<file path="config.mk">
export PLATFORM = sky130hd
export DESIGN_NAME = strap_option_latch
export DESIGN_NICKNAME = d
export VERILOG_FILES = /design/src/design/strap_sync.v /design/src/design/strap_option_latch.v
export VERILOG_INCLUDE_DIRS = /design/src /design/src/common
export SDC_FILE = /design/constraint.sdc
export NUM_CORES = 1
export LEC_CHECK = 0
export ABC_AREA = 1
export BUFFER_PORTS_ARGS = -buffer_cell sky130_fd_sc_hd__buf_2
export CORE_AREA = 2 2 98 100
export DETAILED_ROUTE_END_ITERATION = 10
export DIE_AREA = 0 0 100 102
export GPL_TIMING_DRIVEN = 0
export MAX_ROUTING_LAYER = met4
export PLACE_DENSITY = 0.77
export SLEW_MARGIN = 30
export SYNTH_ARGS = -nofsm -noshare
export SYNTH_HDL_FRONTEND = slang
export SYNTH_HIERARCHICAL = 1
export SYNTH_SLANG_ARGS = --single-unit
</file>
<file path="constraint.sdc">
create_clock -name pclk -period 5.2 [get_ports pclk]
set_input_delay 0.52 -clock pclk [delete_from_list [all_inputs] [get_ports pclk]]
set_output_delay 0.52 -clock pclk [all_outputs]
set_load 0.005 [all_outputs]
</file>
<file path="src/common/strap_defs.vh">
/*
  Constants for the strap option latch: register byte offsets on APB,
  field positions inside those registers, reset images and the settle
  count used before the strap pins are trusted.
  Assumes plain Verilog-2005 and inclusion by bare name.
*/
`ifndef STRAP_DEFS_VH
`define STRAP_DEFS_VH

// ****************************************************************
// Register byte offsets
// ****************************************************************
`define OFS_MODE_CTRL 8'h00
`define OFS_ADVERT 8'h04
`define OFS_PHY_CTRL 8'h08
`define OFS_STRAP_STATUS 8'h0C

// ****************************************************************
// Basic mode control fields
// ****************************************************************
`define MC_RESET_BIT 15
`define MC_SPEED_BIT 13
`define MC_AN_BIT 12
`define MC_ISO_BIT 10
`define MC_DUPLEX_BIT 8
`define MC_WR_MASK 16'h3500

// ****************************************************************
// Advertisement fields: ability bits 8..5 = 100FD, 100HD, 10FD, 10HD
// ****************************************************************
`define ADV_ABIL_LSB 5
`define ADV_ABIL_MSB 8
`define ADV_SELECTOR 16'h0001
`define ADV_WR_MASK 16'h01E0

// ****************************************************************
// Status fields
// ****************************************************************
`define ST_CAPTURED_BIT 15
`define ST_FIBER_N_BIT 8
`define ST_AN_BIT 7
`define ST_MSH_BIT 6
`define ST_MSL_BIT 5

// ****************************************************************
// Strap defaults with no resistors fitted, and reset images
// ****************************************************************
`define DEF_ADDR 5'h01
`define DEF_AN 1'b1
`define DEF_MSH 1'b1
`define DEF_MSL 1'b1
`define DEF_FIBER_N 1'b1
`define RST_MODE_CTRL 16'h3100
`define RST_ADVERT 16'h01E1

// ****************************************************************
// Cycles to wait after reset release before sampling the pins
// ****************************************************************
`define STRAP_SETTLE_CYC 2'h3

`endif

</file>
<file path="src/design/strap_sync.v">
/*
  Three-stage synchroniser for the strap pins, one bank for all bits.
  Assumes pins are asynchronous to pclk; reports a level as steady only
  when the second and third stages agree.
*/
`timescale 1ns/100ps

module strap_sync #(
  parameter WIDTH = 9
) (
  input wire pclk,
  input wire presetn,
  input wire [WIDTH-1:0] pin_in,
  output wire [WIDTH-1:0] level,
  output wire steady
);

  reg [WIDTH-1:0] stage1_r;
  reg [WIDTH-1:0] stage2_r;
  reg [WIDTH-1:0] stage3_r;

  // ****************************************************************
  // Synchroniser chain
  // ****************************************************************
  // First stage feeds only the second, to contain metastability
  always @(posedge pclk or negedge presetn) begin
    if (!presetn) begin
      stage1_r <= {WIDTH{1'b0}};
      stage2_r <= {WIDTH{1'b0}};
      stage3_r <= {WIDTH{1'b0}};
    end else begin
      stage1_r <= pin_in;
      stage2_r <= stage1_r;
      stage3_r <= stage2_r;
    end
  end

  // A level counts only once the last two stages agree
  assign level = stage3_r;
  assign steady = (stage2_r == stage3_r);

endmodule

</file>
<file path="src/design/strap_option_latch.v">
/*
  Strap option latch: samples the strap pins once after each hardware
  reset, keeps the captured levels, and seeds the mode control,
  advertisement and PHY control registers from them. Software reaches
  the registers over APB with zero wait states.
  Assumes presetn is the power-up and hardware reset, strap resistors
  hold the pins while presetn is low and for a few cycles after, and
  the pin drivers stay off until straps_captured rises.
*/
// Added by the designer: the APB register port and the address map.
// Function
// - Sample all straps at power-up and hardware reset
// - Software reset reloads captured values, no resample
// - Latch five address straps into PHY control
// - Accept addresses 0 to 31, match latched address
// - Strapped address zero enters isolate after reset
// - Software-written address zero never isolates
// - Address default is one without resistors
// - Negotiation strap enables negotiation or forces mode
// - Mode straps set advertised or forced mode
// - Straps seed mode control and advertisement registers
// - Negotiation and mode straps default to ones
// - Fiber strap low: 100 Mb, low strap duplex
// - Fiber ignores negotiation and high mode straps
// - Forced pair selects 10/100 and half/full duplex
`timescale 1ns/100ps
`include "strap_defs.vh"

module strap_option_latch #(
  parameter ADDR_W = 8
) (
  input wire pclk,
  input wire presetn,
  input wire psel,
  input wire penable,
  input wire pwrite,
  input wire [ADDR_W-1:0] paddr,
  input wire [31:0] pwdata,
  output reg [31:0] prdata,
  output wire pready,
  output reg pslverr,
  input wire [4:0] station_address_strap,
  input wire negotiation_enable_strap,
  input wire mode_select_high_strap,
  input wire mode_select_low_strap,
  input wire fiber_select_strap_n,
  input wire [4:0] mgmt_addr,
  output wire mgmt_addr_match,
  output wire [4:0] station_address,
  output wire isolate,
  output wire an_enable,
  output wire speed_100,
  output wire full_duplex,
  output wire fiber_mode,
  output wire [3:0] advert_ability,
  output wire straps_captured
);

  // ****************************************************************
  // Register selects
  // ****************************************************************
  localparam SEL_NONE = 3'd0;
  localparam SEL_MODE = 3'd1;
  localparam SEL_ADV = 3'd2;
  localparam SEL_PHY = 3'd3;
  localparam SEL_STAT = 3'd4;

  // Capture sequencer states
  localparam ST_SETTLE = 2'd0;
  localparam ST_WAIT = 2'd1;
  localparam ST_HELD = 2'd2;

  // ****************************************************************
  // Declarations
  // ****************************************************************
  wire [8:0] pin_level;
  wire pin_steady;
  wire capture_now;
  wire setup_phase;
  wire wr_access;
  wire [2:0] wr_sel;
  wire [2:0] rd_sel;
  reg [1:0] state_r;
  reg [1:0] state_nxt;
  reg [1:0] settle_cnt_r;
  reg [4:0] cap_addr_r;
  reg cap_an_r;
  reg cap_msh_r;
  reg cap_msl_r;
  reg cap_fiber_n_r;
  reg soft_rst_r;
  reg [15:0] mode_ctrl_r;
  reg [15:0] advert_r;
  reg [4:0] phy_addr_r;
  reg [31:0] rd_data;

  // ****************************************************************
  // Functions
  // ****************************************************************
  // Address decode, shared by read setup and write access
  function [2:0] reg_sel;
    input [ADDR_W-1:0] a;
    begin
      case (a)
        `OFS_MODE_CTRL: reg_sel = SEL_MODE;
        `OFS_ADVERT: reg_sel = SEL_ADV;
        `OFS_PHY_CTRL: reg_sel = SEL_PHY;
        `OFS_STRAP_STATUS: reg_sel = SEL_STAT;
        default: reg_sel = SEL_NONE;
      endcase
    end
  endfunction

  // Mode control image from strap levels
  function [15:0] ctrl_image;
    input an;
    input msh;
    input msl;
    input fib_n;
    input [4:0] addr;
    begin
      ctrl_image = 16'h0000;
      // Fiber never negotiates and ignores the high mode strap
      ctrl_image[`MC_AN_BIT] = an & fib_n;
      ctrl_image[`MC_SPEED_BIT] = fib_n ? msh : 1'b1;
      ctrl_image[`MC_DUPLEX_BIT] = msl;
      ctrl_image[`MC_ISO_BIT] = (addr == 5'h00);
    end
  endfunction

  // Advertisement image from strap levels
  function [15:0] adv_image;
    input msh;
    input msl;
    input fib_n;
    reg [3:0] abil;
    begin
      abil = 4'h0;
      if (!fib_n) begin
        // Fiber offers 100 Mb only, duplex from the low strap
        abil = msl ? 4'h8 : 4'h4;
      end else begin
        case ({msh, msl})
          2'b00: abil = 4'h1;
          2'b01: abil = 4'h2;
          2'b10: abil = 4'h4;
          2'b11: abil = 4'hF;
          default: abil = 4'h0;
        endcase
      end
      adv_image = `ADV_SELECTOR;
      adv_image[`ADV_ABIL_MSB:`ADV_ABIL_LSB] = abil;
    end
  endfunction

  // ****************************************************************
  // Strap pin synchroniser
  // ****************************************************************
  // Bits: 8 fiber_n, 7 neg enable, 6 mode high, 5 mode low, 4..0 address
  strap_sync #(
    .WIDTH(9)
  ) u_sync (
    .pclk(pclk),
    .presetn(presetn),
    .pin_in({fiber_select_strap_n, negotiation_enable_strap,
             mode_select_high_strap, mode_select_low_strap,
             station_address_strap}),
    .level(pin_level),
    .steady(pin_steady)
  );

  // ****************************************************************
  // Capture sequencer
  // ****************************************************************
  // Settle lets the chain fill with real pin levels before any sample
  always @* begin
    state_nxt = state_r;
    case (state_r)
      ST_SETTLE: begin
        if (settle_cnt_r == `STRAP_SETTLE_CYC) begin
          state_nxt = ST_WAIT;
        end
      end
      ST_WAIT: begin
        if (pin_steady) begin
          state_nxt = ST_HELD;
        end
      end
      ST_HELD: begin
        state_nxt = ST_HELD;
      end
      default: begin
        state_nxt = ST_SETTLE;
      end
    endcase
  end

  assign capture_now = (state_r == ST_WAIT) && pin_steady;

  // Sequencer state and settle counter
  always @(posedge pclk or negedge presetn) begin
    if (!presetn) begin
      state_r <= ST_SETTLE;
      settle_cnt_r <= 2'h0;
    end else begin
      state_r <= state_nxt;
      if (state_r == ST_SETTLE) begin
        settle_cnt_r <= settle_cnt_r + 2'h1;
      end
    end
  end

  // ****************************************************************
  // Captured strap values
  // ****************************************************************
  // Defaults match the internal pulls, so a read before capture agrees
  // with an unstrapped board; only a hardware reset clears them again
  always @(posedge pclk or negedge presetn) begin
    if (!presetn) begin
      cap_addr_r <= `DEF_ADDR;
      cap_an_r <= `DEF_AN;
      cap_msh_r <= `DEF_MSH;
      cap_msl_r <= `DEF_MSL;
      cap_fiber_n_r <= `DEF_FIBER_N;
    end else if (capture_now) begin
      cap_addr_r <= pin_level[4:0];
      cap_an_r <= pin_level[7];
      cap_msh_r <= pin_level[6];
      cap_msl_r <= pin_level[5];
      cap_fiber_n_r <= pin_level[8];
    end
  end

  // ****************************************************************
  // APB access decode
  // ****************************************************************
  assign setup_phase = psel & ~penable;
  assign wr_access = psel & penable & pwrite;
  assign wr_sel = reg_sel(paddr);
  assign rd_sel = reg_sel(paddr);
  // Zero wait states: every access phase completes at once
  assign pready = psel & penable;

  // Software reset request, one cycle after the write that sets it
  always @(posedge pclk or negedge presetn) begin
    if (!presetn) begin
      soft_rst_r <= 1'b0;
    end else begin
      soft_rst_r <= wr_access && (wr_sel == SEL_MODE) &&
                    pwdata[`MC_RESET_BIT];
    end
  end

  // ****************************************************************
  // Mode control, advertisement and PHY control registers
  // ****************************************************************
  // Capture and software reload win over a write in the same cycle
  always @(posedge pclk or negedge presetn) begin
    if (!presetn) begin
      mode_ctrl_r <= `RST_MODE_CTRL;
      advert_r <= `RST_ADVERT;
      phy_addr_r <= `DEF_ADDR;
    end else if (capture_now) begin
      mode_ctrl_r <= ctrl_image(pin_level[7], pin_level[6],
                                pin_level[5], pin_level[8],
                                pin_level[4:0]);
      advert_r <= adv_image(pin_level[6], pin_level[5],
                            pin_level[8]);
      phy_addr_r <= pin_level[4:0];
    end else if (soft_rst_r) begin
      // Reload from the held copies; the pins are not looked at
      mode_ctrl_r <= ctrl_image(cap_an_r, cap_msh_r, cap_msl_r,
                                cap_fiber_n_r, cap_addr_r);
      advert_r <= adv_image(cap_msh_r, cap_msl_r, cap_fiber_n_r);
      phy_addr_r <= cap_addr_r;
    end else if (wr_access) begin
      case (wr_sel)
        SEL_MODE: begin
          mode_ctrl_r <= (mode_ctrl_r & ~`MC_WR_MASK) |
                         (pwdata[15:0] & `MC_WR_MASK);
          mode_ctrl_r[`MC_RESET_BIT] <= pwdata[`MC_RESET_BIT];
          if (!cap_fiber_n_r) begin
            mode_ctrl_r[`MC_AN_BIT] <= 1'b0;
            mode_ctrl_r[`MC_SPEED_BIT] <= 1'b1;
          end
        end
        SEL_ADV: begin
          advert_r <= (advert_r & ~`ADV_WR_MASK) |
                      (pwdata[15:0] & `ADV_WR_MASK);
        end
        SEL_PHY: begin
          // Address zero written here leaves isolate alone
          phy_addr_r <= pwdata[4:0];
        end
        default: begin
          phy_addr_r <= phy_addr_r;
        end
      endcase
    end else begin
      // Reset bit reads back set only while the reload is pending
      mode_ctrl_r[`MC_RESET_BIT] <= 1'b0;
    end
  end

  // ****************************************************************
  // Read data
  // ****************************************************************
  always @* begin
    rd_data = 32'h0000_0000;
    case (rd_sel)
      SEL_MODE: rd_data[15:0] = mode_ctrl_r;
      SEL_ADV: rd_data[15:0] = advert_r;
      SEL_PHY: rd_data[4:0] = phy_addr_r;
      SEL_STAT: begin
        rd_data[`ST_CAPTURED_BIT] = (state_r == ST_HELD);
        rd_data[`ST_FIBER_N_BIT] = cap_fiber_n_r;
        rd_data[`ST_AN_BIT] = cap_an_r;
        rd_data[`ST_MSH_BIT] = cap_msh_r;
        rd_data[`ST_MSL_BIT] = cap_msl_r;
        rd_data[4:0] = cap_addr_r;
      end
      default: rd_data = 32'h0000_0000;
    endcase
  end

  // Read data and error are sampled in the setup cycle so that both
  // leave flip-flops during the access phase
  always @(posedge pclk or negedge presetn) begin
    if (!presetn) begin
      prdata <= 32'h0000_0000;
      pslverr <= 1'b0;
    end else if (setup_phase) begin
      prdata <= pwrite ? 32'h0000_0000 : rd_data;
      pslverr <= (rd_sel == SEL_NONE);
    end
  end

  // ****************************************************************
  // Configuration outputs
  // ****************************************************************
  assign station_address = phy_addr_r;
  // Matching uses the live address, any value 0 to 31
  assign mgmt_addr_match = (mgmt_addr == phy_addr_r);
  assign isolate = mode_ctrl_r[`MC_ISO_BIT];
  assign an_enable = mode_ctrl_r[`MC_AN_BIT];
  assign speed_100 = mode_ctrl_r[`MC_SPEED_BIT];
  assign full_duplex = mode_ctrl_r[`MC_DUPLEX_BIT];
  assign fiber_mode = ~cap_fiber_n_r;
  assign advert_ability = advert_r[`ADV_ABIL_MSB:`ADV_ABIL_LSB];
  // Pin drivers may take over only after this rises
  assign straps_captured = (state_r == ST_HELD);

endmodule

</file>
After elaboration in Yosys (flattened, before gate mapping)
Index checks and enable logic that the tools add are counted.

Logic and storage cells: 97. Register bits after elaboration: 111. Input bits: 59.

Eq/ne operators: 21. Mux-type cells: 31. Reductions and logical operators: 18. Add/subtract/negate cells: 1. Bitwise logic cells: 9.

Operators by type and width (count): $mux 16 (8); $pmux 4 s4 (2); $mux 5 (4); $pmux 5 s4 (1); $eq 8x4->1 const B (2); $mux 4 (4); $or 16x9->16 (1); $mux 15 (1); $or 15x14->15 (1); $eq 2x2->1 const B (6); $pmux 3 s4 (1); $pmux 4 s3 (1); $pmux 6 s2 (1); $reduce_bool 3->1 (4); $logic_not 5->1 (2); $eq 9x9->1 (1); $eq 8x3->1 const B (1); $logic_not 8->1 (1); $reduce_and 2->1 (4); $eq 2x1->1 const B (3); $eq 3x2->1 const B (2); $logic_not 2->1 (3); $mux 2 (3); $pmux 2 s3 (1); other kinds (12) (22).

Depth between registers and ports, before layout
Word-level depth: 7. Gate-level depth with buffers: 14.

Cells and area by module
Netlist, hierarchy kept.

By module, submodules not included: strap_option_latch (cells an instance 362, times used 1, area each 2816.5 um2); strap_sync (cells an instance 65, times used 1, area each 835.8 um2).

Least setup slack after synthesis
Ideal clock, no wire load.

Kind: reg2reg. Start: register u_sync.stage3_r[5], in the netlist u_sync/level[5]. End: register advert_r[5]. Arrival time: 1.558 ns. Period minus slack after synthesis: 1.637 ns. Buffers on the path: 1. Setup slack: 3.563 ns. Data required time: 5.121 ns. Stages on the path, launching flop included: 14. Cells stage by stage: dfrtp_1 > inv_1 > nand2_1 > nand2_1 > nor2_1 > nand3_1 > nor2_1 > nand2_2 > inv_4 > buf_6 > nand2_1 > o21ai_0 > nand2_1 > o21ai_0.

Cells in the longest elaborated chain, start to end: 4. Elaborated cells between the ends (all ways): 12. Classes of those cells: 4 x eq/ne; 3 x mux; 5 x reduce/logical.

RTL lines: start: declaration (line strap_sync.v:20) `reg [WIDTH-1:0] stage3_r;`; start signal: assignment (line strap_sync.v:30) `stage3_r <= {WIDTH{1'b0}};`; start signal: assignment (line strap_sync.v:34) `stage3_r <= stage2_r;`; $eq 9x9->1 (*) (line strap_sync.v:40) `assign steady = (stage2_r == stage3_r);`; net pin_steady (line strap_option_latch.v:77) `wire pin_steady;`; $logic_and 1x1->1 (*) (line strap_option_latch.v:198) `assign capture_now = (state_r == ST_WAIT) && pin_steady;`; $reduce_bool 3->1 (no line); $reduce_and 2->1 (no line); end signal: assignment (line strap_option_latch.v:261) `` advert_r <= `RST_ADVERT; ``; end signal: assignment (line strap_option_latch.v:267) `advert_r <= adv_image(pin_level[6], pin_level[5],`; end signal: assignment (line strap_option_latch.v:274) `advert_r <= adv_image(cap_msh_r, cap_msl_r, cap_fiber_n_r);`; end: declaration (line strap_option_latch.v:93) `reg [15:0] advert_r;`.

The timed path passes the listed nets; every way through them passes the cells marked *. A chain may end at the register's enable or synchronous reset.

Worst setup path in the final report
Same ends and word-level chain as after synthesis.

==> flow_summary.json <==
{
  "clockRootBuffer": "clkbuf_8",
  "grt_pass1_vias": 2946,
  "route.detailed.drc": 0,
  "p_seq_share_pct": 49.3,
  "p_int_mw": 0.9400,
  "ff2ff_setup_slack_ns": 3.13,
  "cp.required_ns": 5.48,
  "critPathMostFrequentCell": "nand2_1",
  "final_max_slew_viol_count": 0,
  "path_class": "reg2reg",
  "synth-simple-area-share_pct": 25.66,
  "power_switching_mw": 0.3707,
  "cp_cell_sequence": "inv_1 -> nand2_1 -> nand2_1 -> nor2_1 -> nand3_1 -> nor2_1 -> nand2_2 -> inv_4 -> buf_6 -> nand2_1 -> o21ai_0 -> nand2_1 -> o21ai_0",
  "holdWs_ns": 0.1136,
  "die_width_um": 100,
  "vias": 2991,
  "yosysSeqAreaShare_pct": 49.13,
  "cts_buffers": 9,
  "muxShareOfSynthArea_pct": 0,
  "syn_to_final_growth_pct": 21.41,
  "start_util_pct": 40.10,
  "cts_max_path_buffers": 2,
  "cts_sinks": 71,
  "dp_hpwl_mm": 6.247,
  "htree_levels": 3,
  "synth-adder-area-share_pct": 4.454,
  "ant_nets": 0,
  "crit_path_end_kind": "register",
  "finalCritPeriodShare_pct": 39.81,
  "max_freq_ghz": 0.4831,
  "clk_latency_ns": 0.36,
  "dp.cells": 627,
  "antenna_found_initial": 0,
  "fin_setup_tns_ns": 0,
  "dr.pass1.iters": 4,
  "final_cell_mix": "nand2_1 (122), buf_2 (73), dfrtp_1 (57), inv_1 (40), nand3_1 (34)",
  "clk_pin_slew_worst_paths_ns": 0.08,
  "wirelength_mm": 8.130,
  "grt_pass1_wl_mm": 13.69,
  "cts_tree": "done",
  "final_hold_viol_count": 0,
  "crit_path_max_fanout": 10,
  "die_y_um": 102,
  "grt_usage_pct": 17.84,
  "gr-total-overflow": 0,
  "critPathArrivalTime_ns": 2.35,
  "comb_power_share_pct": 17.0,
  "place_congestion": 0.9009,
  "setup-violations-final": 0,
  "cap_violations": 0,
  "grt_max_degree": 40,
  "p_total_mw": 1.311,
  "cp_top_family": "simple AND/OR/NAND/NOR gates",
  "p_per_area_nw_per_um2": 295.6,
  "clockPowerShare_pct": 33.7,
  "mostFrequentLayoutCell": "nand2_1",
  "max_stage_delay_ns": 0.49,
  "drt_iter0_markers": 133,
  "synth_cell_types": 33,
  "ys_warn_count": 6,
  "synthesis.area_sq_um": 3652,
  "nNetsFinal": 599,
  "rows": 35,
  "ys_top_cells_by_area": "dfrtp_1 (39%), nand2_1 (13%), dfstp_2 (10%)",
  "io_buffer_count": 73,
  "synth-compound-area-share_pct": 7.742,
  "peakVddDrop_mv": 0.1915,
  "hold_buffers": 0,
  "die_area_sq_um": 10200,
  "swShare_pct": 28.28,
  "ys_ff_latch": 71,
  "rsz0062_at_grt": "no",
  "synth-xor-area-share_pct": 1.918,
  "fin_skew_ns": 0.01197,
  "num_antenna_cells": 0,
  "slowest_stage": "dfrtp_1",
  "synth_top_area_share_pct": 39.05,
  "via_per_inst": 4.652,
  "hp-class": "in2async",
  "wl_per_cell_um": 12.64,
  "ios": 109,
  "synth_top_family_by_area": "simple AND/OR/NAND/NOR gates",
  "core_region_area_sq_um": 9109,
  "avgSynthCellArea_sq_um": 8.553,
  "finalNonFillerCells": 643,
  "start_kind": "register",
  "final_layout_size_suffix_gt1_share_pct": 30.64,
  "ctsResizeCount": 0,
  "worst-path-buf-inv": 3,
  "total_leakage_power_nw": 2.371,
  "post-route-min-period_ns": 2.070,
  "outcome": "finished clean",
  "post_cts.repair.setup_buffers": 0,
  "synth_area_leader_cell": "dfrtp_1",
  "synthCells": 427
}
## state kept, by name (all words and copies together), names as in the netlist, 2 cells and up
register	cells
station_address	5
cap_addr_r	5
u_sync/level	9
u_sync/stage2_r	9
u_sync/stage1_r	9
mode_ctrl_r	5
settle_cnt_r	2
prdata	14
advert_r	5
state_r	2
## Yosys cell counts (all sizes together)
cell / n
xor2: 4
inv: 49
clkbuf: 1
nand4: 2
dfstp: 14
conb: 1
ha: 13
o21ai: 40
nand2: 130
nor4: 1
xnor2: 4
o211ai: 3
a21oi: 4
or2: 1
nand3: 34
nor2: 37
nor3: 4
buf: 27
o22ai: 1
dfrtp: 57
## metal layers
| layer | global-route usage (%) | routed length (um) | up-vias |
|---|---|---|---|
| met5 | - | 0 | - |
| met1 | 21.61 | 3705 | 1376 |
| li1 | - | - | 1503 |
| met2 | 28.74 | 3869 | 100 |
| met4 | 5.585 | 104 | 0 |
| met3 | 5.540 | 451 | 12 |
## final timing paths
| path | endpoint | cells past startpoint | start |
|---|---|---|---|
| min reg2reg | u_sync/stage2_r[0] | 0 | u_sync/stage1_r[0] |
| max reg2reg | advert_r[5] | 13 | u_sync/level[5] |
| min | prdata[5] | 1 | presetn |
| min in group pclk | u_sync/stage1_r[6] | 1 | mode_select_high_strap |
| max in group asynchronous | station_address[3] | 2 | presetn |
| max | advert_r[5] | 13 | u_sync/level[5] |
## cell families after synthesis
kind of cell | count (synthesis)
simple gates | 209
buf+inv | 77
flops | 71
compound gates | 48
fa+ha+maj | 13
xor+xnor | 8
other cells | 1
## through the flow
step	instance area, sq um	utilization [%]	worst slack (ns)
2_1_floorplan	3709	-	3.563
3_3_place_gp	4213	46.25	3.214
3_5_place_dp	4235	46.50	3.143
4_1_cts	4434	48.68	3.126
5_1_grt	4434	48.68	2.891
6_report	4434	48.68	3.130
## power groups by stage
stage	Sequential, mW	Combinational [mW]	Clock [mW]
global placement	0.653	0.210	0
detailed placement	0.657	0.226	0
global route	0.653	0.255	0.492
floorplan	0.647	0.139	0
CTS	0.647	0.227	0.459
finish	0.646	0.223	0.442
## layout make-up
| cell class | instances | area, sq um |
|---|---|---|
| clock buffer | 11 | 141.4 |
| clock inverter | 5 | 57.56 |
| sequential | 71 | 1794 |
| buffer | 28 | 215.2 |
| multi-input combinational | 294 | 1513 |
| fill | 920 | 4674 |
| tap | 111 | 138.9 |
| inverter | 49 | 186.4 |
| timing repair buffer | 74 | 387.9 |
No activity file was read; power rests on OpenSTA's default activity.
